==> config.mk <==
export PLATFORM = sky130hd
export DESIGN_NAME = pipelined_read_master_fifo
export DESIGN_NICKNAME = d
export VERILOG_FILES = /design/src/verilog/rdm_pkg.sv /design/src/verilog/pipelined_read_master_fifo.sv
export VERILOG_INCLUDE_DIRS = /design/src /design/src/verilog
export SDC_FILE = /design/constraint.sdc
export NUM_CORES = 1
export LEC_CHECK = 0
export ABC_AREA = 1
export BUFFER_PORTS_ARGS = -buffer_cell sky130_fd_sc_hd__buf_4
export CAP_MARGIN = 20
export CORE_MARGIN = 1
export CORE_UTILIZATION = 54
export CTS_CLUSTER_SIZE = 24
export DETAILED_ROUTE_END_ITERATION = 10
export GPL_ROUTABILITY_DRIVEN = 0
export PLACE_DENSITY = 0.76
export SLEW_MARGIN = 20
export SYNTH_ARGS = -nofsm -noshare
export SYNTH_HDL_FRONTEND = slang
export SYNTH_SLANG_ARGS = --single-unit
==> constraint.sdc <==
create_clock -name clk_i -period 2.5 [get_ports clk_i]
set_input_delay 0.25 -clock clk_i [delete_from_list [all_inputs] [get_ports clk_i]]
set_output_delay 0.25 -clock clk_i [all_outputs]
set_load 0.01 [all_outputs]
==> src/verilog/rdm_defs.svh <==
`ifndef RDM_DEFS_SVH
`define RDM_DEFS_SVH

`define RDM_ADDR_W 32
`define RDM_DATA_W 32
`define RDM_REG_AW 8
`define RDM_WORD_BYTES 32'h4
`define RDM_FIFO_DEPTH 5'h08

`define RDM_OFF_CTRL 8'h00
`define RDM_OFF_START 8'h04
`define RDM_OFF_LEN 8'h08
`define RDM_OFF_STATUS 8'h0C
`define RDM_OFF_REMAIN 8'h10
`define RDM_OFF_IRQ_STAT 8'h14
`define RDM_OFF_IRQ_MASK 8'h18

`define RDM_CTRL_LAUNCH 0
`define RDM_IRQ_DONE 0
`define RDM_IRQ_IGNORED 1
`define RDM_STAT_BUSY 0
`define RDM_STAT_DONE 1

`define RDM_RST_WORD 32'h0000_0000
`define RDM_RST_IRQ 2'h0

`endif

==> src/verilog/rdm_pkg.sv <==
`include "rdm_defs.svh"

package rdm_pkg;

    typedef enum logic [1:0] {
        ST_IDLE = 2'b00,
        ST_ISSUE = 2'b01,
        ST_DRAIN = 2'b10
    } phase_t;

    typedef struct packed {
        phase_t phase;
        logic rd;
        logic [31:0] addr;
        logic [31:0] len;
        logic [31:0] start;
        logic [31:0] len_cfg;
        logic done;
        logic [3:0] outst;
        logic [3:0] fill;
        logic [2:0] wptr;
        logic [2:0] rptr;
        logic [7:0][31:0] mem;
        logic [1:0] irq_stat;
        logic [1:0] irq_mask;
        logic [31:0] rdata;
    } state_t;

endpackage

==> src/verilog/pipelined_read_master_fifo.sv <==
// The register addresses and the strobed register port were chosen for this implementation.
`timescale 1ns/1ps
`default_nettype none
`include "rdm_defs.svh"

module pipelined_read_master_fifo
(
    input wire logic clk_i, // 10 MHz clock
    input wire logic arst_n_i, // async reset, active low
    input wire logic [7:0] reg_addr_i, // register byte address
    input wire logic [31:0] reg_wdata_i, // register write data
    input wire logic reg_wr_i, // register write strobe
    input wire logic reg_rd_i, // register read strobe
    output logic [31:0] reg_rdata_o, // read data, cycle after strobe
    output logic irq_o, // level interrupt
    output logic [31:0] mem_addr_o, // read address
    output logic [3:0] mem_byteen_o, // byte enables
    output logic mem_read_o, // read request
    input wire logic mem_stall_i, // stall from interconnect
    input wire logic [31:0] mem_rdata_i, // returned read data
    input wire logic mem_rvalid_i, // returned data valid
    output logic out_valid_o, // fifo word available
    output logic [31:0] out_data_o, // fifo head word
    input wire logic out_ready_i, // consumer takes head word
    output logic busy_o, // transfer in progress
    output logic done_o // all reads returned
);
    import rdm_pkg::*;

    // ****************************************
    // register decode
    // ****************************************
    function automatic logic hit(input logic [7:0] a, input logic [7:0] off);
        hit = (a == off);
    endfunction

    state_t s_q;
    state_t s_d;
    logic posted;
    logic push;
    logic pop;
    logic launch_wr;
    logic accept;
    logic ignored;
    logic [1:0] irq_set;
    logic [1:0] irq_clr;
    logic [4:0] room_sum;

    // ****************************************
    // next state
    // ****************************************
    always_comb
    begin
        s_d = s_q;
        posted = s_q.rd & ~mem_stall_i;
        push = mem_rvalid_i;
        pop = (s_q.fill != 4'h0) & out_ready_i;
        launch_wr = reg_wr_i & hit(reg_addr_i, `RDM_OFF_CTRL) & reg_wdata_i[`RDM_CTRL_LAUNCH];
        accept = launch_wr & (s_q.phase == ST_IDLE);
        ignored = launch_wr & (s_q.phase != ST_IDLE);
        irq_set = 2'h0;
        irq_clr = 2'h0;

        // configuration writes
        if (reg_wr_i)
        begin
            if (hit(reg_addr_i, `RDM_OFF_START))
            begin
                s_d.start = reg_wdata_i;
            end
            if (hit(reg_addr_i, `RDM_OFF_LEN))
            begin
                s_d.len_cfg = reg_wdata_i;
            end
            if (hit(reg_addr_i, `RDM_OFF_IRQ_MASK))
            begin
                s_d.irq_mask = reg_wdata_i[1:0];
            end
            if (hit(reg_addr_i, `RDM_OFF_IRQ_STAT))
            begin
                irq_clr = reg_wdata_i[1:0];
            end
        end

        // returned words land in the fifo
        if (push)
        begin
            s_d.mem[s_q.wptr] = mem_rdata_i;
            s_d.wptr = s_q.wptr + 3'h1;
        end
        if (pop)
        begin
            s_d.rptr = s_q.rptr + 3'h1;
        end
        case ({push, pop})
            2'b10: s_d.fill = s_q.fill + 4'h1;
            2'b01: s_d.fill = s_q.fill - 4'h1;
            default: s_d.fill = s_q.fill;
        endcase

        // outstanding read tracking
        case ({posted, push})
            2'b10: s_d.outst = s_q.outst + 4'h1;
            2'b01: s_d.outst = s_q.outst - 4'h1;
            default: s_d.outst = s_q.outst;
        endcase

        // address and length walk
        if (accept)
        begin
            s_d.addr = {s_q.start[31:2], 2'b00};
            s_d.len = s_q.len_cfg;
        end
        else if (posted && (s_q.len != 32'h0))
        begin
            s_d.addr = s_q.addr + `RDM_WORD_BYTES;
            s_d.len = s_q.len - `RDM_WORD_BYTES;
        end

        // transfer phase
        case (s_q.phase)
            ST_IDLE:
            begin
                if (accept)
                begin
                    s_d.phase = ST_ISSUE;
                    s_d.done = 1'b0;
                end
            end
            ST_ISSUE:
            begin
                if ((s_q.len == 32'h0) && !s_q.rd)
                begin
                    s_d.phase = ST_DRAIN;
                end
            end
            ST_DRAIN:
            begin
                // last word may still be in flight after length hits zero
                if (s_q.outst == 4'h0)
                begin
                    s_d.phase = ST_IDLE;
                    s_d.done = 1'b1;
                    irq_set[`RDM_IRQ_DONE] = 1'b1;
                end
            end
            default:
            begin
                s_d.phase = ST_IDLE;
            end
        endcase

        // read request: a stalled request must not move
        room_sum = {1'b0, s_d.fill} + {1'b0, s_d.outst};
        if (s_q.rd && mem_stall_i)
        begin
            s_d.rd = 1'b1;
        end
        else
        begin
            // space counts words held plus words still owed
            s_d.rd = (s_d.phase == ST_ISSUE) && (s_d.len != 32'h0)
                && (room_sum < `RDM_FIFO_DEPTH);
        end

        // interrupts: a new event beats a clear in the same cycle
        irq_set[`RDM_IRQ_IGNORED] = ignored;
        s_d.irq_stat = (s_q.irq_stat & ~irq_clr) | irq_set;

        // read back
        s_d.rdata = `RDM_RST_WORD;
        if (reg_rd_i)
        begin
            case (reg_addr_i)
                `RDM_OFF_START: s_d.rdata = s_q.start;
                `RDM_OFF_LEN: s_d.rdata = s_q.len_cfg;
                `RDM_OFF_STATUS: s_d.rdata = {20'h0, s_q.fill, s_q.outst, 2'h0,
                    s_q.done, s_q.phase != ST_IDLE};
                `RDM_OFF_REMAIN: s_d.rdata = s_q.len;
                `RDM_OFF_IRQ_STAT: s_d.rdata = {30'h0, s_q.irq_stat};
                `RDM_OFF_IRQ_MASK: s_d.rdata = {30'h0, s_q.irq_mask};
                default: s_d.rdata = `RDM_RST_WORD;
            endcase
        end
    end

    // ****************************************
    // state register
    // ****************************************
    always_ff @(posedge clk_i or negedge arst_n_i)
    begin
        if (!arst_n_i)
        begin
            s_q <= '0;
        end
        else
        begin
            s_q <= s_d;
        end
    end

    // ****************************************
    // outputs
    // ****************************************
    assign mem_addr_o = s_q.addr;
    assign mem_byteen_o = 4'hF;
    assign mem_read_o = s_q.rd;
    assign out_valid_o = (s_q.fill != 4'h0);
    assign out_data_o = s_q.mem[s_q.rptr];
    assign reg_rdata_o = s_q.rdata;
    assign irq_o = |(s_q.irq_stat & s_q.irq_mask);
    assign busy_o = (s_q.phase != ST_IDLE);
    assign done_o = s_q.done;

    // ****************************************
    // checks
    // ****************************************
    stall_hold_a: assert property (
        @(posedge clk_i) disable iff (!arst_n_i)
        mem_read_o && mem_stall_i |=> mem_read_o && $stable(mem_addr_o))
        else $error("stalled read changed");

    full_word_a: assert property (
        @(posedge clk_i) disable iff (!arst_n_i)
        mem_read_o |-> mem_byteen_o == 4'hF && mem_addr_o[1:0] == 2'b00)
        else $error("read not full aligned word");

    post_step_a: assert property (
        @(posedge clk_i) disable iff (!arst_n_i)
        posted && s_q.len != 32'h0 |=> mem_addr_o == $past(mem_addr_o) + 32'h4
            && s_q.len == $past(s_q.len) - 32'h4)
        else $error("posted read did not step by four");

    no_post_hold_a: assert property (
        @(posedge clk_i) disable iff (!arst_n_i)
        !posted && busy_o |=> $stable(s_q.len) && $stable(mem_addr_o))
        else $error("length moved without a post");

    launch_load_a: assert property (
        @(posedge clk_i) disable iff (!arst_n_i)
        accept |=> s_q.len == $past(s_q.len_cfg) && busy_o && !done_o)
        else $error("launch did not load");

    launch_issue_a: assert property (
        @(posedge clk_i) disable iff (!arst_n_i)
        accept && s_q.len_cfg != 32'h0 && s_q.fill == 4'h0 && s_q.outst == 4'h0
            |=> mem_read_o)
        else $error("no read after launch");

    outst_up_a: assert property (
        @(posedge clk_i) disable iff (!arst_n_i)
        posted && !mem_rvalid_i |=> s_q.outst == $past(s_q.outst) + 4'h1)
        else $error("outstanding count missed increment");

    outst_down_a: assert property (
        @(posedge clk_i) disable iff (!arst_n_i)
        !posted && mem_rvalid_i |=> s_q.outst == $past(s_q.outst) - 4'h1)
        else $error("outstanding count missed decrement");

    space_limit_a: assert property (
        @(posedge clk_i) disable iff (!arst_n_i)
        ({1'b0, s_q.fill} + {1'b0, s_q.outst}) <= `RDM_FIFO_DEPTH)
        else $error("outstanding reads exceed fifo space");

    no_overflow_a: assert property (
        @(posedge clk_i) disable iff (!arst_n_i)
        mem_rvalid_i |-> s_q.fill < 4'h8)
        else $error("fifo overflow");

    done_gate_a: assert property (
        @(posedge clk_i) disable iff (!arst_n_i)
        $rose(done_o) |-> s_q.len == 32'h0 && s_q.outst == 4'h0 && !mem_read_o)
        else $error("done before last word");

    busy_ignore_a: assert property (
        @(posedge clk_i) disable iff (!arst_n_i)
        ignored |=> s_q.irq_stat[1] && $stable(s_q.done))
        else $error("launch while busy not ignored");

    // back to back posting is what hides the slave latency
    issue_rate_a: assert property (
        @(posedge clk_i) disable iff (!arst_n_i)
        posted && s_q.len != 32'h4 && (({1'b0, s_q.fill} + {1'b0, s_q.outst}) + 5'h01) < `RDM_FIFO_DEPTH
            |=> mem_read_o)
        else $error("read gap while room left");

    fill_stop_a: assert property (
        @(posedge clk_i) disable iff (!arst_n_i)
        posted && !pop && ({1'b0, s_q.fill} + {1'b0, s_q.outst}) == 5'h07 |=> !mem_read_o)
        else $error("read issued into a full fifo");

    room_held_a: assert property (
        @(posedge clk_i) disable iff (!arst_n_i)
        mem_read_o |-> ({1'b0, s_q.fill} + {1'b0, s_q.outst}) < `RDM_FIFO_DEPTH)
        else $error("read pending without fifo room");

    drain_wait_a: assert property (
        @(posedge clk_i) disable iff (!arst_n_i)
        s_q.phase == ST_DRAIN && s_q.outst != 4'h0 |=> !done_o)
        else $error("done while reads outstanding");

    done_sticky_a: assert property (
        @(posedge clk_i) disable iff (!arst_n_i)
        done_o && !accept |=> done_o)
        else $error("done dropped without a launch");

    start_align_a: assert property (
        @(posedge clk_i) disable iff (!arst_n_i)
        accept |=> mem_addr_o == ($past(s_q.start) & 32'hFFFF_FFFC))
        else $error("launch address not loaded aligned");

    idle_quiet_a: assert property (
        @(posedge clk_i) disable iff (!arst_n_i)
        !busy_o |-> !mem_read_o)
        else $error("read outside a transfer");

    len_nonzero_a: assert property (
        @(posedge clk_i) disable iff (!arst_n_i)
        mem_read_o |-> s_q.len != 32'h0)
        else $error("read with nothing left");

    fifo_head_a: assert property (
        @(posedge clk_i) disable iff (!arst_n_i)
        mem_rvalid_i && !out_valid_o |=> out_valid_o && out_data_o == $past(mem_rdata_i))
        else $error("returned word not at fifo head");

    outst_hold_a: assert property (
        @(posedge clk_i) disable iff (!arst_n_i)
        posted == mem_rvalid_i |=> $stable(s_q.outst))
        else $error("outstanding count moved");

    done_event_a: assert property (
        @(posedge clk_i) disable iff (!arst_n_i)
        $rose(done_o) |-> s_q.irq_stat[`RDM_IRQ_DONE])
        else $error("done event not flagged");

    ignore_keep_a: assert property (
        @(posedge clk_i) disable iff (!arst_n_i)
        ignored && !posted |=> $stable(s_q.len) && $stable(mem_addr_o))
        else $error("ignored launch reloaded the walk");

    pop_step_a: assert property (
        @(posedge clk_i) disable iff (!arst_n_i)
        pop && !push |=> s_q.fill == $past(s_q.fill) - 4'h1)
        else $error("fifo fill missed a pop");

endmodule

`default_nettype wire

# After elaboration in Yosys (flattened, before gate mapping)
# Index checks and enable logic that the tools add are counted.
[totals] register_bits=438 output_inout_bits=105 elab_cells=106
[classes] n_addsub=9 n_lt_le_gt_ge=4 n_eq_ne=15 mux=23 bitwise=11 reduce_logical=22
[ops] op="$bwmux W256" n=1
[ops] op="$pmux W32 S6" n=1
[ops] op="$mux W64" n=2
[ops] op="$bmux W32 S3" n=1
[ops] op="$demux W32 S3" n=1
[ops] op="$mux W32" n=3
[ops] op="$reduce_bool A32 Y1" n=2
[ops] op="$add A32 B3 Y32 const B" n=1
[ops] op="$logic_not A32 Y1" n=1
[ops] op="$sub A32 B3 Y32 const B" n=1
[ops] op="$eq A8 B5 Y1 const B" n=3
[ops] op="$eq A8 B4 Y1 const B" n=2
[ops] op="$pmux W4 S2" n=2
[ops] op="$mux W2" n=5
[ops] op="$add A4 B1 Y4 const B" n=2
[ops] op="$eq A2 B1 Y1 const B" n=4
[ops] op="$eq A8 B3 Y1 const B" n=1
[ops] op="$logic_not A8 Y1" n=1
[ops] op="$lt A3 B4 Y1 const B" n=2
[ops] op="$sub A4 B1 Y4 const B" n=2
[ops] op="$add A3 B1 Y3 const B" n=2
[ops] op="$and A1 B1 Y1" n=6
[ops] op="$eq A2 B2 Y1 const B" n=3
[ops] op="$logic_and A1 B1 Y1" n=6
[ops] op="19 further kinds" n=29

# Depth between registers and ports, before layout
# Gate-level depths: netlist of the first run.
[logic_depth] word_depth=10 depth_mapped=20 depth_no_buf=18

# Least setup slack after synthesis of the first run
# OpenSTA, ideal clock, no wires.
[synth_timing] kind="register to register" from="register s_q[298] (netlist name)" to="register s_q, in the netlist mem_read_o" setup_time_ns=0.065 arrival_time_ns=2.777 path_slack_ns=-0.342 path_stages_with_launch=18 n_path_buf=0 cell_sequence="dfrtp_1 inv_1 nand4_1 nand2_1 inv_1 ha_1 ha_1 nand2_1 nor2_1 a211oi_1 inv_1 a21oi_1 o21ai_0 xor2_1 ha_1 nor4_1 nand2_1 nand2_1"
[synth_lines] element="start, declared" line="pipelined_read_master_fifo.sv:37" rtl="state_t s_q;"
[synth_lines] element="start signal, assigned" line="pipelined_read_master_fifo.sv:194" rtl="s_q <= '0;"
[synth_lines] element="start signal, assigned" line="pipelined_read_master_fifo.sv:198" rtl="s_q <= s_d;"

==> flow_metrics.tcl, run 1 <==
set metrics [dict create \
    multi_input_combinational_cell_area_mm2 0.009220 \
    drt_first_iter_violations 2457 \
    relSlewSlack_pct 50.33 \
    cts.reportedPaths.clkPinSlew_ns 0.06 \
    layout_worst_path_cycle_share_pct 113.6 \
    synthTopCellsByArea "sky130_fd_sc_hd__dfrtp_1 50%, sky130_fd_sc_hd__nand2_1 12%, sky130_fd_sc_hd__o21ai_0 9.2%" \
    port_buffers 177 \
    synth_largest_type_area_fraction_pct 50.36 \
    synth_seq_cells 436 \
    grt_max_degree 73 \
    hold_path.class "input pin to flop" \
    routed-via-count 20370 \
    ys_async_sr_fraction_pct 100.0 \
    run_status "finished, violations left" \
    dominant_register_cell_in_the_synthesized_netlist "sky130_fd_sc_hd__dfrtp_1" \
    nets 3029 \
    globalRouteTotalUtil_pct 31.23 \
    synthDistinctLibCells 51 \
    finalHoldViolations 0 \
    regToRegSetupSlack_ns -0.34 \
    die-width_um 202.3 \
    timing.critical_path.required_ns 3.01 \
    first_global_vias 19420 \
    holdCritStartpoint "reg_wdata_i[0]" \
    clock-skew-final_ns 0.01762 \
    synth_top_cells_by_count "690 x sky130_fd_sc_hd__nand2_1, 436 x sky130_fd_sc_hd__dfrtp_1, 399 x sky130_fd_sc_hd__o21ai_0" \
    busiest_layer "met2" \
    drtPass1Iterations 6 \
    irDropWorstVdd_uv 579.7 \
    synth_area_leader_cell "sky130_fd_sc_hd__dfrtp_1" \
    cts_max_level 2 \
    max-cap-violations 0 \
    yosys.cell_count.top_type "sky130_fd_sc_hd__nand2_1" \
    gr-total-overflow 0 \
    finalWirelength_mm 67.08 \
    fin_ws_ns -0.3393 \
    rr_worst_depth 17 \
    cp_slowest_cell "sky130_fd_sc_hd__dfrtp_1" \
    power_per_cell_area_mw_per_mm2 1263 \
    routed_via_density 5.831 \
    worst_path_arrival_time_ns 3.35 \
    clock.fmax_mhz 352.2 \
    clock_tree.buffer_depth 3 \
    hpwl_dp_mm 39.29 \
    floorplan.rows 73 \
    sequential_area_share_after_synthesis_pct 50.36 \
    fillCellCount 2940 \
    crit_path_max_fanout 4 \
    endpoint_kind "flop" \
    synthToLayoutAreaGrowth_pct 25.47 \
    global_route.usage.met3_pct 5.724 \
    clock_insertion_delay_worst_skew_ns 0.58 \
    final_critical_path_time_including_i_o_delays_and_setup_ns 2.839 \
    dr_drc_count 0 \
    pin_count 184 \
    synth-edff-count 0 \
    detailedPlace.worstSlack_ns -0.1322 \
    setup.worst_path.start_class "flop" \
    post_route_cells_drive_above_1_share_pct 18.19 \
    cts_made_buffers 47 \
    routedWlPerCell_um 19.20 \
    cts.sinks 436 \
    tritoncts "built" \
    power_leakage_nw 13.23 \
    worstReg2RegEnd "mem_read_o$_DFF_PN0_" \
    timing.critical_path.from "s_q[301]$_DFF_PN0_" \
    ys.warnings.count 0 \
    final_core_utilization_pct 68.58 \
    worstMarginPinSlew_ns 0.7451 \
    synthCells 2700 \
    cpPeakStageDelay_ns 0.40 \
    gr-usage-met1_pct 41.53 \
    grt_antenna_before_repair 0 \
    endpoint "mem_read_o$_DFF_PN0_" \
    setup_viol 2 \
    globalRouteMet2Util_pct 50.53 \
    netlist_area_mm2 0.02167 \
    core_region_area_mm2 0.03964 \
    antenna-diode-count 0 \
    whs_path_depth 3 \
    r2r-start "s_q[301]$_DFF_PN0_" \
    postSynthAreaPerCell_um2 8.025 \
    dieArea_mm2 0.04093 \
    final_max_slew_viol_count 0 \
    cts-root-buf "sky130_fd_sc_hd__clkbuf_16" \
    global_route_wire_length_before_repair_mm 101.9 \
    sequential_cell_area_mm2 0.01092 \
    cells_along_the_critical_path "inv_2, nand4_1, nand2_2, inv_2, ha_4, ha_4, nand2_2, nor2_2, a211oi_2, inv_1, a21oi_1, o21ai_1, xor2_1, ha_1, nor4_2, nand2_1, nand2_1" \
    fp.dieH_um 202.3 \
    rsz0062_at_grt "yes" \
    failing_checks "setup timing" \
    setup.worst_path.class "flop to flop" \
    start_util_pct 54.66 \
    drt.antenna.violating_nets 0 \
]
[cells by family after synthesis]
family          Yosys count  synth area share, %
buf+inv                 456                9.366
simple gates           1154                21.70
flops                   436                50.36
xor+xnor                 38                1.536
other cells               2              0.03466
fa+ha+maj                16               0.9933
mux                       1              0.04620
compound gates          597                15.97
[state kept, by name (all words and copies together) (netlist names)]
signal,cells
done_o,1
mem_addr_o,30
mem_read_o,1
reg_rdata_o,32
s_q,372
[area by class of cell]
type	instances	area share, %
clock buffer	64	5.159
clock inverter	19	1.026
inverter	253	3.539
multi-input combinational	1812	33.91
sequential	436	40.16
tap	525	2.416
timing repair buffer	384	13.78
[how the worst min path moves through the flow]
stage | to | slack [ns]
final | s_q[307]$_DFFE_PN0P_ | 0.04
after global routing | s_q[307]$_DFFE_PN0P_ | 0.03
after CTS | s_q[307]$_DFFE_PN0P_ | 0.003
after detailed placement | s_q[268]$_DFFE_PN0P_ | 0.27
after global placement | s_q[268]$_DFFE_PN0P_ | 0.27
after floorplan | done_o$_DFFE_PN0P_ | -0.05
[worst max-delay path: cells and delay by family (launching register included)]
kind,cells,cell delay [ns]
flops,1,0.40
fa+ha+maj,3,0.70
compound gates,3,0.44
xor+xnor,1,0.25
buf+inv,3,0.22
simple gates,7,0.76
[metrics by stage]
step           std cells  total power, mW  hold WS (ns)  setup TNS, ns  cell area, µm²
3_3_place_gp        3289            22.69        0.2729        -0.1227           23490
4_1_cts             3473            32.37      0.002749        -0.1201           26520
2_1_floorplan       2704            18.89      -0.04559        -0.1310           21710
5_1_grt             3493            36.24       0.03197         -1.358           27190
3_5_place_dp        3289            23.17        0.2712        -0.1322           23490
6_report            3493            34.33       0.03629        -0.3581           27190
[where the power goes]
part / internal [mW] / leakage, nW / switching (mW)
Clock: 4.64 / 0.838 / 2.92
Combinational: 6.64 / 6.78 / 8.99
Sequential: 9.42 / 5.61 / 1.73
[layer usage]
| metal | wire length (µm) | part of all wire (%) | up-vias |
|---|---|---|---|
| met4 | 2572 | 3.8 | 0 |
| met2 | 31690 | 47 | 1146 |
| li1 | - | - | 9220 |
| met3 | 6261 | 9.3 | 219 |
| met5 | 0 | 0 | - |
| met1 | 26560 | 40 | 9782 |
[what timing repair did]
action                                 in CTS  in global routing
gates resized for setup                    43                111
endpoints found under the hold margin     158                  0
setup endpoints to repair                  33                 40
buffers inserted                           27                 13
gates cloned                                8                  9
hold buffers                               66                  0
pin swaps                                  11                 40
[placed cells by master (no fill, tap or decap), drive strengths merged, types with 10 or more instances in the layout]
cell type / instances
inv: 250
o221ai: 30
clkinv: 14
a221oi: 11
nand3: 61
dfrtp: 436
a21oi: 22
nor3: 14
nor2: 339
a31oi: 36
clkbuf: 71
o22ai: 10
o211ai: 39
xor2: 33
o21ai: 407
nand4: 21
nand2: 701
ha: 14
dlygate4sd3: 66
buf: 311
o32ai: 32
Power figures use the tool's default switching activity.
==> inputs of run 2 (changes only) <==
Settings changed: CAP_MARGIN 20 to 25, SETUP_SLACK_MARGIN set to 0.15.
==> flow_metrics.tcl, run 2 (synthesis results as in run 1) <==
set metrics [dict create \
    failing_checks "setup timing" \
    timing.critical_path.required_ns 3.01 \
    first_global_vias 20440 \
    pwr-share-comb_pct 48.6 \
    gr-total-overflow 0 \
    clock_tree.buffer_depth 3 \
    drt_first_iter_violations 2539 \
    cts.reportedPaths.clkPinSlew_ns 0.06 \
    die-width_um 202.3 \
    post_route_cells_drive_above_1_share_pct 21.49 \
    largest-register "s_q" \
    endpoint_kind "flop" \
    setup_total_negative_slack_ns -0.9576 \
    switching_share_pct 40.17 \
    routed-via-count 20990 \
    global_route_wire_length_before_repair_mm 109.0 \
    netSwitchingPower_mw 14.77 \
    sequential_cell_area_mm2 0.01092 \
    hpwl_dp_mm 39.29 \
    share_clk_of_total_power_pct 20.5 \
    relSlewSlack_pct 48.27 \
    dr_drc_count 0 \
    pin_count 184 \
    irDropWorstVdd_uv 639.0 \
    finalWirelength_mm 71.14 \
    final_critical_path_time_including_i_o_delays_and_setup_ns 2.797 \
    routed_via_density 5.954 \
    run_status "finished, violations left" \
    port_buffers 177 \
    pwr-share-seq_pct 30.9 \
    cts_max_level 2 \
    layout_common_cells "679 x sky130_fd_sc_hd__nand2_1, 432 x sky130_fd_sc_hd__dfrtp_1, 360 x sky130_fd_sc_hd__o21ai_0" \
    power.internal_mw 22.00 \
    drt.antenna.violating_nets 0 \
    fillCellCount 2730 \
    design_power_total_mw 36.77 \
    clock_insertion_delay_worst_skew_ns 0.58 \
    place_area_mm2 0.02349 \
    hold-worst-slack_ns 0.02562 \
    setup.worst_path.start_class "flop" \
    setup.worst_path.class "flop to flop" \
    final_core_utilization_pct 71.24 \
    clock.fmax_mhz 357.5 \
    core_region_area_mm2 0.03964 \
    globalRouteTotalUtil_pct 33.64 \
    synthToLayoutAreaGrowth_pct 30.34 \
    layout_worst_path_cycle_share_pct 111.9 \
    dieArea_mm2 0.04093 \
    tritoncts "built" \
    cts-root-buf "sky130_fd_sc_hd__clkbuf_16" \
    max-cap-violations 0 \
    grt_max_degree 73 \
    setup_viol 14 \
    fin_ws_ns -0.2970 \
    worstMarginPinSlew_ns 0.7759 \
    antenna-diode-count 0 \
    multi_input_combinational_cell_area_mm2 0.009635 \
    finalHoldViolations 0 \
    cts_made_buffers 47 \
    power_per_cell_area_mw_per_mm2 1302 \
    final_max_slew_viol_count 0 \
    rsz0062_at_grt "yes" \
    grt_antenna_before_repair 1 \
    nets 3062 \
    cts.sinks 436 \
    post-route-cell-area_mm2 0.02824 \
    start_util_pct 54.66 \
    power_leakage_nw 13.61 \
    crit_path_max_fanout 4 \
    largest_reg_flops 372 \
    regToRegSetupSlack_ns -0.30 \
    routedWlPerCell_um 20.18 \
    floorplan.rows 73 \
    drtPass1Iterations 6 \
    final_common_cell "sky130_fd_sc_hd__nand2_1" \
    clock-skew-final_ns 0.01590 \
    fp.dieH_um 202.3 \
    worst_path_arrival_time_ns 3.31 \
    hold_path.class "input pin to flop" \
]
run 2: cell count changes in the layout (fill, tap and decap cells not counted), moves of 4 or more:
cell and delta:
sky130_fd_sc_hd__o32ai_2 +6, sky130_fd_sc_hd__o21ai_2 +13, sky130_fd_sc_hd__nor2_4 +26, sky130_fd_sc_hd__nor2_2 +18, sky130_fd_sc_hd__nor2_1 -44, sky130_fd_sc_hd__o21ai_0 -14, sky130_fd_sc_hd__buf_12 +4, sky130_fd_sc_hd__o32ai_1 -6
sky130_fd_sc_hd__buf_6 +9, sky130_fd_sc_hd__buf_16 +14, sky130_fd_sc_hd__clkbuf_16 -4
run 2: layout make-up:
type,count,area share [%]
repair inverters,1,0.03101
multi-input cells,1812,34.12
clock inverters,19,0.9880
well taps,525,2.326
flip-flops and latches,436,38.67
repair buffers,416,15.50
inverters,253,3.398
clock buffers,64,4.967
run 2: through the flow:
| stage | setup WS [ns] | std cells |
|---|---|---|
| 2_1_floorplan | -0.1310 | 2704 |
| 4_1_cts | -0.08478 | 3509 |
| 3_5_place_dp | -0.1322 | 3289 |
| 5_1_grt | -0.4493 | 3526 |
| 6_report | -0.2970 | 3526 |
| 3_3_place_gp | -0.1227 | 3289 |
run 2: critical path, cell delays in order (launching register included):
cell and delay [ns]:
sky130_fd_sc_hd__dfrtp_1 0.40, sky130_fd_sc_hd__inv_2 0.08, sky130_fd_sc_hd__nand4_1 0.15, sky130_fd_sc_hd__nand2_2 0.13, sky130_fd_sc_hd__inv_2 0.05, sky130_fd_sc_hd__ha_4 0.18, sky130_fd_sc_hd__ha_4 0.23, sky130_fd_sc_hd__nand2_2 0.07
sky130_fd_sc_hd__nor2_2 0.04, sky130_fd_sc_hd__a211oi_2 0.16, sky130_fd_sc_hd__inv_1 0.09, sky130_fd_sc_hd__a21oi_1 0.15, sky130_fd_sc_hd__o21ai_1 0.11, sky130_fd_sc_hd__xor2_1 0.24, sky130_fd_sc_hd__ha_1 0.29, sky130_fd_sc_hd__nor4_2 0.22
sky130_fd_sc_hd__nand2_1 0.09, sky130_fd_sc_hd__nand2_1 0.06
run 2: final timing paths:
check,endpoint,depth (start not counted),startpoint
setup / recovery,mem_read_o$_DFF_PN0_,17,s_q[301]$_DFF_PN0_
hold / removal,s_q[307]$_DFFE_PN0P_,3,reg_wdata_i[0]
setup reg to reg,mem_read_o$_DFF_PN0_,17,s_q[301]$_DFF_PN0_
hold reg to reg,s_q[199]$_DFFE_PN0P_,2,s_q[199]$_DFFE_PN0P_
max in group asynchronous,s_q[265]$_DFFE_PN0P_,3,arst_n_i
min in group asynchronous,s_q[268]$_DFFE_PN0P_,2,arst_n_i
run 2: power groups by stage:
stage / Combinational, mW / Sequential, mW / Clock [mW]
2_1_floorplan: 8.32 / 10.6 / 0
3_3_place_gp: 11.6 / 11.0 / 0
3_5_place_dp: 12.0 / 11.2 / 0
4_1_cts: 16.2 / 11.1 / 7.60
5_1_grt: 19.2 / 11.5 / 7.90
6_report: 17.9 / 11.4 / 7.54
run 2: routing by layer:
layer | wire (µm) | share of wire, % | GRT usage, %
met2 | 34010 | 48 | 54.84
met4 | 3161 | 4.4 | 15.52
met3 | 6484 | 9.1 | 6.804
met1 | 27470 | 39 | 43.19
met5 | 12 | 0.017 | 0
run 2: repair_timing:
| action | 4_1_cts | 5_1_grt |
|---|---|---|
| hold buffers | 65 | 1 |
| endpoints found under the setup margin | 37 | 48 |
| gates resized for setup | 211 | 91 |
| endpoints found under the hold margin | 158 | 1 |
| pin swaps | 67 | 46 |
| cloned | 24 | 3 |
| setup buffers | 48 | 13 |
==> inputs of run 3 (changes only) <==
--- a/config.mk
+++ b/config.mk
@@ -15,5 +15,5 @@
 export DETAILED_ROUTE_END_ITERATION = 10
 export GPL_ROUTABILITY_DRIVEN = 0
-export PLACE_DENSITY = 0.76
+export PLACE_DENSITY_LB_ADDON = 0.15
 export SETUP_SLACK_MARGIN = 0.15
 export SLEW_MARGIN = 20
==> constraint.sdc (replaced) <==
create_clock -name clk_i -period 2.5 [get_ports clk_i]
set_input_delay 0.25 -clock clk_i [delete_from_list [all_inputs] [get_ports clk_i]]
set_output_delay 0.25 -clock clk_i [all_outputs]
set_load 0.005 [all_outputs]
==> flow_metrics.tcl, run 3 (synthesis results as in run 1) <==
set metrics [dict create \
    run_status "finished, violations left" \
    failing_checks "setup timing" \
    detail_route.wirelength.met1_mm 28.49 \
    synthToLayoutAreaGrowth_pct 28.22 \
    post-place-cells 3307 \
    setup.worst_path.class "flop to flop" \
    fp.dieH_um 202.3 \
    start_util_pct 54.66 \
    setup_viol 24 \
    global_route_wire_length_before_repair_mm 105.1 \
    post-route-cell-area_mm2 0.02778 \
    place_area_mm2 0.02365 \
    setup.worst_path.start_class "flop" \
    cp_slowest_cell "sky130_fd_sc_hd__dfrtp_1" \
    met2_wirelength_mm 30.69 \
    worst_path_arrival_time_ns 3.15 \
    die-width_um 202.3 \
    gr-total-overflow 0 \
    topRoutingLayerUsed "met5" \
    cp_dominant_cell_by_count "sky130_fd_sc_hd__nand2_1" \
    hold_path.class "input pin to flop" \
    fillCellCount 3064 \
    final_common_cell "sky130_fd_sc_hd__nand2_1" \
    drt_first_iter_violations 1928 \
    power_per_cell_area_mw_per_mm2 1240 \
    dieArea_mm2 0.04093 \
    cts-root-buf "sky130_fd_sc_hd__clkbuf_16" \
    layout_common_cells "680 x sky130_fd_sc_hd__nand2_1, 431 x sky130_fd_sc_hd__dfrtp_1, 371 x sky130_fd_sc_hd__o21ai_0" \
    fin_ws_ns -0.1276 \
    path_delay_family "adder cells" \
    nets 3066 \
    sequential_cell_area_mm2 0.01092 \
    drtPass1Iterations 7 \
    final_max_slew_viol_count 0 \
    cells_along_the_critical_path "inv_2, nand4_1, nand2_2, inv_2, ha_4, fa_1, xnor2_1, mux2i_1, ha_1, a21oi_2, nand2_1, nor4_2, nand2_1, nand2_1" \
    cts_max_level 2 \
    timing.critical_path.required_ns 3.02 \
    clock_insertion_delay_worst_skew_ns 0.59 \
    finalHoldViolations 0 \
    worstMarginPinSlew_ns 0.7398 \
    cts_made_buffers 48 \
    tritoncts "built" \
    floorplan.rows 73 \
    cpPeakStageDelay_ns 0.39 \
    routed-via-count 20170 \
    grt_antenna_before_repair 2 \
    power_leakage_nw 13.44 \
    relSlewSlack_pct 50.68 \
    core_region_area_mm2 0.03964 \
    globalRouteTotalUtil_pct 32.42 \
    crit_path_max_fanout 4 \
    cts.reportedPaths.clkPinSlew_ns 0.06 \
    largest_reg_flops 372 \
    final_critical_path_time_including_i_o_delays_and_setup_ns 2.628 \
    hpwl_dp_mm 40.34 \
    wl_met3_mm 5.739 \
    post_route_cells_drive_above_1_share_pct 20.49 \
    clock.fmax_mhz 380.6 \
    clock_tree.buffer_depth 3 \
    port_buffers 177 \
    endpoint_kind "flop" \
    drt.antenna.violating_nets 0 \
    multi_input_combinational_cell_area_mm2 0.009460 \
    path_buf_inv 2 \
    grt_max_degree 71 \
    max-cap-violations 0 \
    rsz0062_at_grt "yes" \
    first_global_vias 19400 \
    clock-skew-final_ns 0.02759 \
    non_filler_instance_count_after_layout 3532 \
    irDropWorstVdd_uv 666.9 \
    pin_count 184 \
    cts.sinks 436 \
    finalWirelength_mm 66.68 \
    routed_via_density 5.710 \
    layout_worst_path_cycle_share_pct 105.1 \
    routedWlPerCell_um 18.88 \
    dr_drc_count 0 \
    largest-register "s_q" \
]
[run 3: changes by cell type in the layout (fill, tap and decap cells not counted), sizes merged]
cell,previous run,this run
diode,0,1
dlygate4sd3,66,67
bufinv,7,6
bufbuf,3,1
clkinv,13,16
buf,344,347
clkinvlp,1,2
[run 3: where the power goes]
part | switching, mW | internal [mW]
clock network | 2.94 | 4.35
logic | 8.84 | 7.10
registers | 1.78 | 9.42
total | 13.6 | 20.9
[run 3: stage by stage]
step / hold slack [ns] / worst slack, ns / util (%) / setup TNS, ns / power [mW]
floorplan: -0.04559 / -0.06018 / - / -0.06018 / 18.61
global placement: 0.2586 / -0.1329 / 59.66 / -0.1329 / 22.64
detailed placement: 0.2567 / -0.1523 / 59.66 / -0.1523 / 23.07
CTS: 0.01803 / -0.1468 / 68.89 / -0.7856 / 33.46
finish: 0.04230 / -0.1276 / 70.08 / -0.9199 / 34.44
global route: 0.04566 / -0.3162 / 70.08 / -3.249 / 36.55
[run 3: layout make-up]
class | instances | share of cell area [%]
diodes | 1 | 0.009007
clock buffers | 63 | 4.778
clock inverters | 22 | 1.013
inverters | 253 | 3.495
multi-input cells | 1812 | 34.05
flip-flops and latches | 436 | 39.31
well taps | 525 | 2.364
repair buffers | 419 | 14.92
repair inverters | 1 | 0.05855
[run 3: timing repair]
item                       in CTS  in global routing
gates resized for setup       157                 76
hold buffers                   67                  0
pin swaps                      57                 57
setup buffers                  38                 14
setup endpoints to repair      39                 48
hold endpoints to repair      160                  0
gates cloned                   16                  4
[run 3: path summary, 6_finish.rpt]
| check | endpoint | cells after the start | slack (ns) | from |
|---|---|---|---|---|
| worst min-delay path | s_q[35]$_DFF_PN0_ | 3 | 0.04 | reg_wr_i |
| worst max-delay path | mem_read_o$_DFF_PN0_ | 14 | -0.13 | s_q[298]$_DFF_PN0_ |
| max in group asynchronous | reg_rdata_o[6]$_DFF_PN0_ | 4 | 1.39 | arst_n_i |
| min in group asynchronous | s_q[322]$_DFFE_PN0P_ | 2 | 0.24 | arst_n_i |
| worst min register to register | s_q[225]$_DFFE_PN0P_ | 2 | 0.48 | s_q[225]$_DFFE_PN0P_ |
| worst max register to register | mem_read_o$_DFF_PN0_ | 14 | -0.13 | s_q[298]$_DFF_PN0_ |
[run 3: layer usage]
metal  up-vias  GRT usage, %
met5         -             0
met4         2         10.66
met3       135         5.659
met2       954         50.29
met1      9779         46.20
li1       9299             -
[run 3: worst register-to-register path: stages, from the launching register on]
cell and delay, ns:
sky130_fd_sc_hd__dfrtp_1 0.39, sky130_fd_sc_hd__inv_2 0.06, sky130_fd_sc_hd__nand4_1 0.12, sky130_fd_sc_hd__nand2_2 0.11
sky130_fd_sc_hd__inv_2 0.06, sky130_fd_sc_hd__ha_4 0.18, sky130_fd_sc_hd__fa_1 0.39, sky130_fd_sc_hd__xnor2_1 0.17
sky130_fd_sc_hd__mux2i_1 0.10, sky130_fd_sc_hd__ha_1 0.33, sky130_fd_sc_hd__a21oi_2 0.15, sky130_fd_sc_hd__nand2_1 0.07
sky130_fd_sc_hd__nor4_2 0.26, sky130_fd_sc_hd__nand2_1 0.10, sky130_fd_sc_hd__nand2_1 0.07
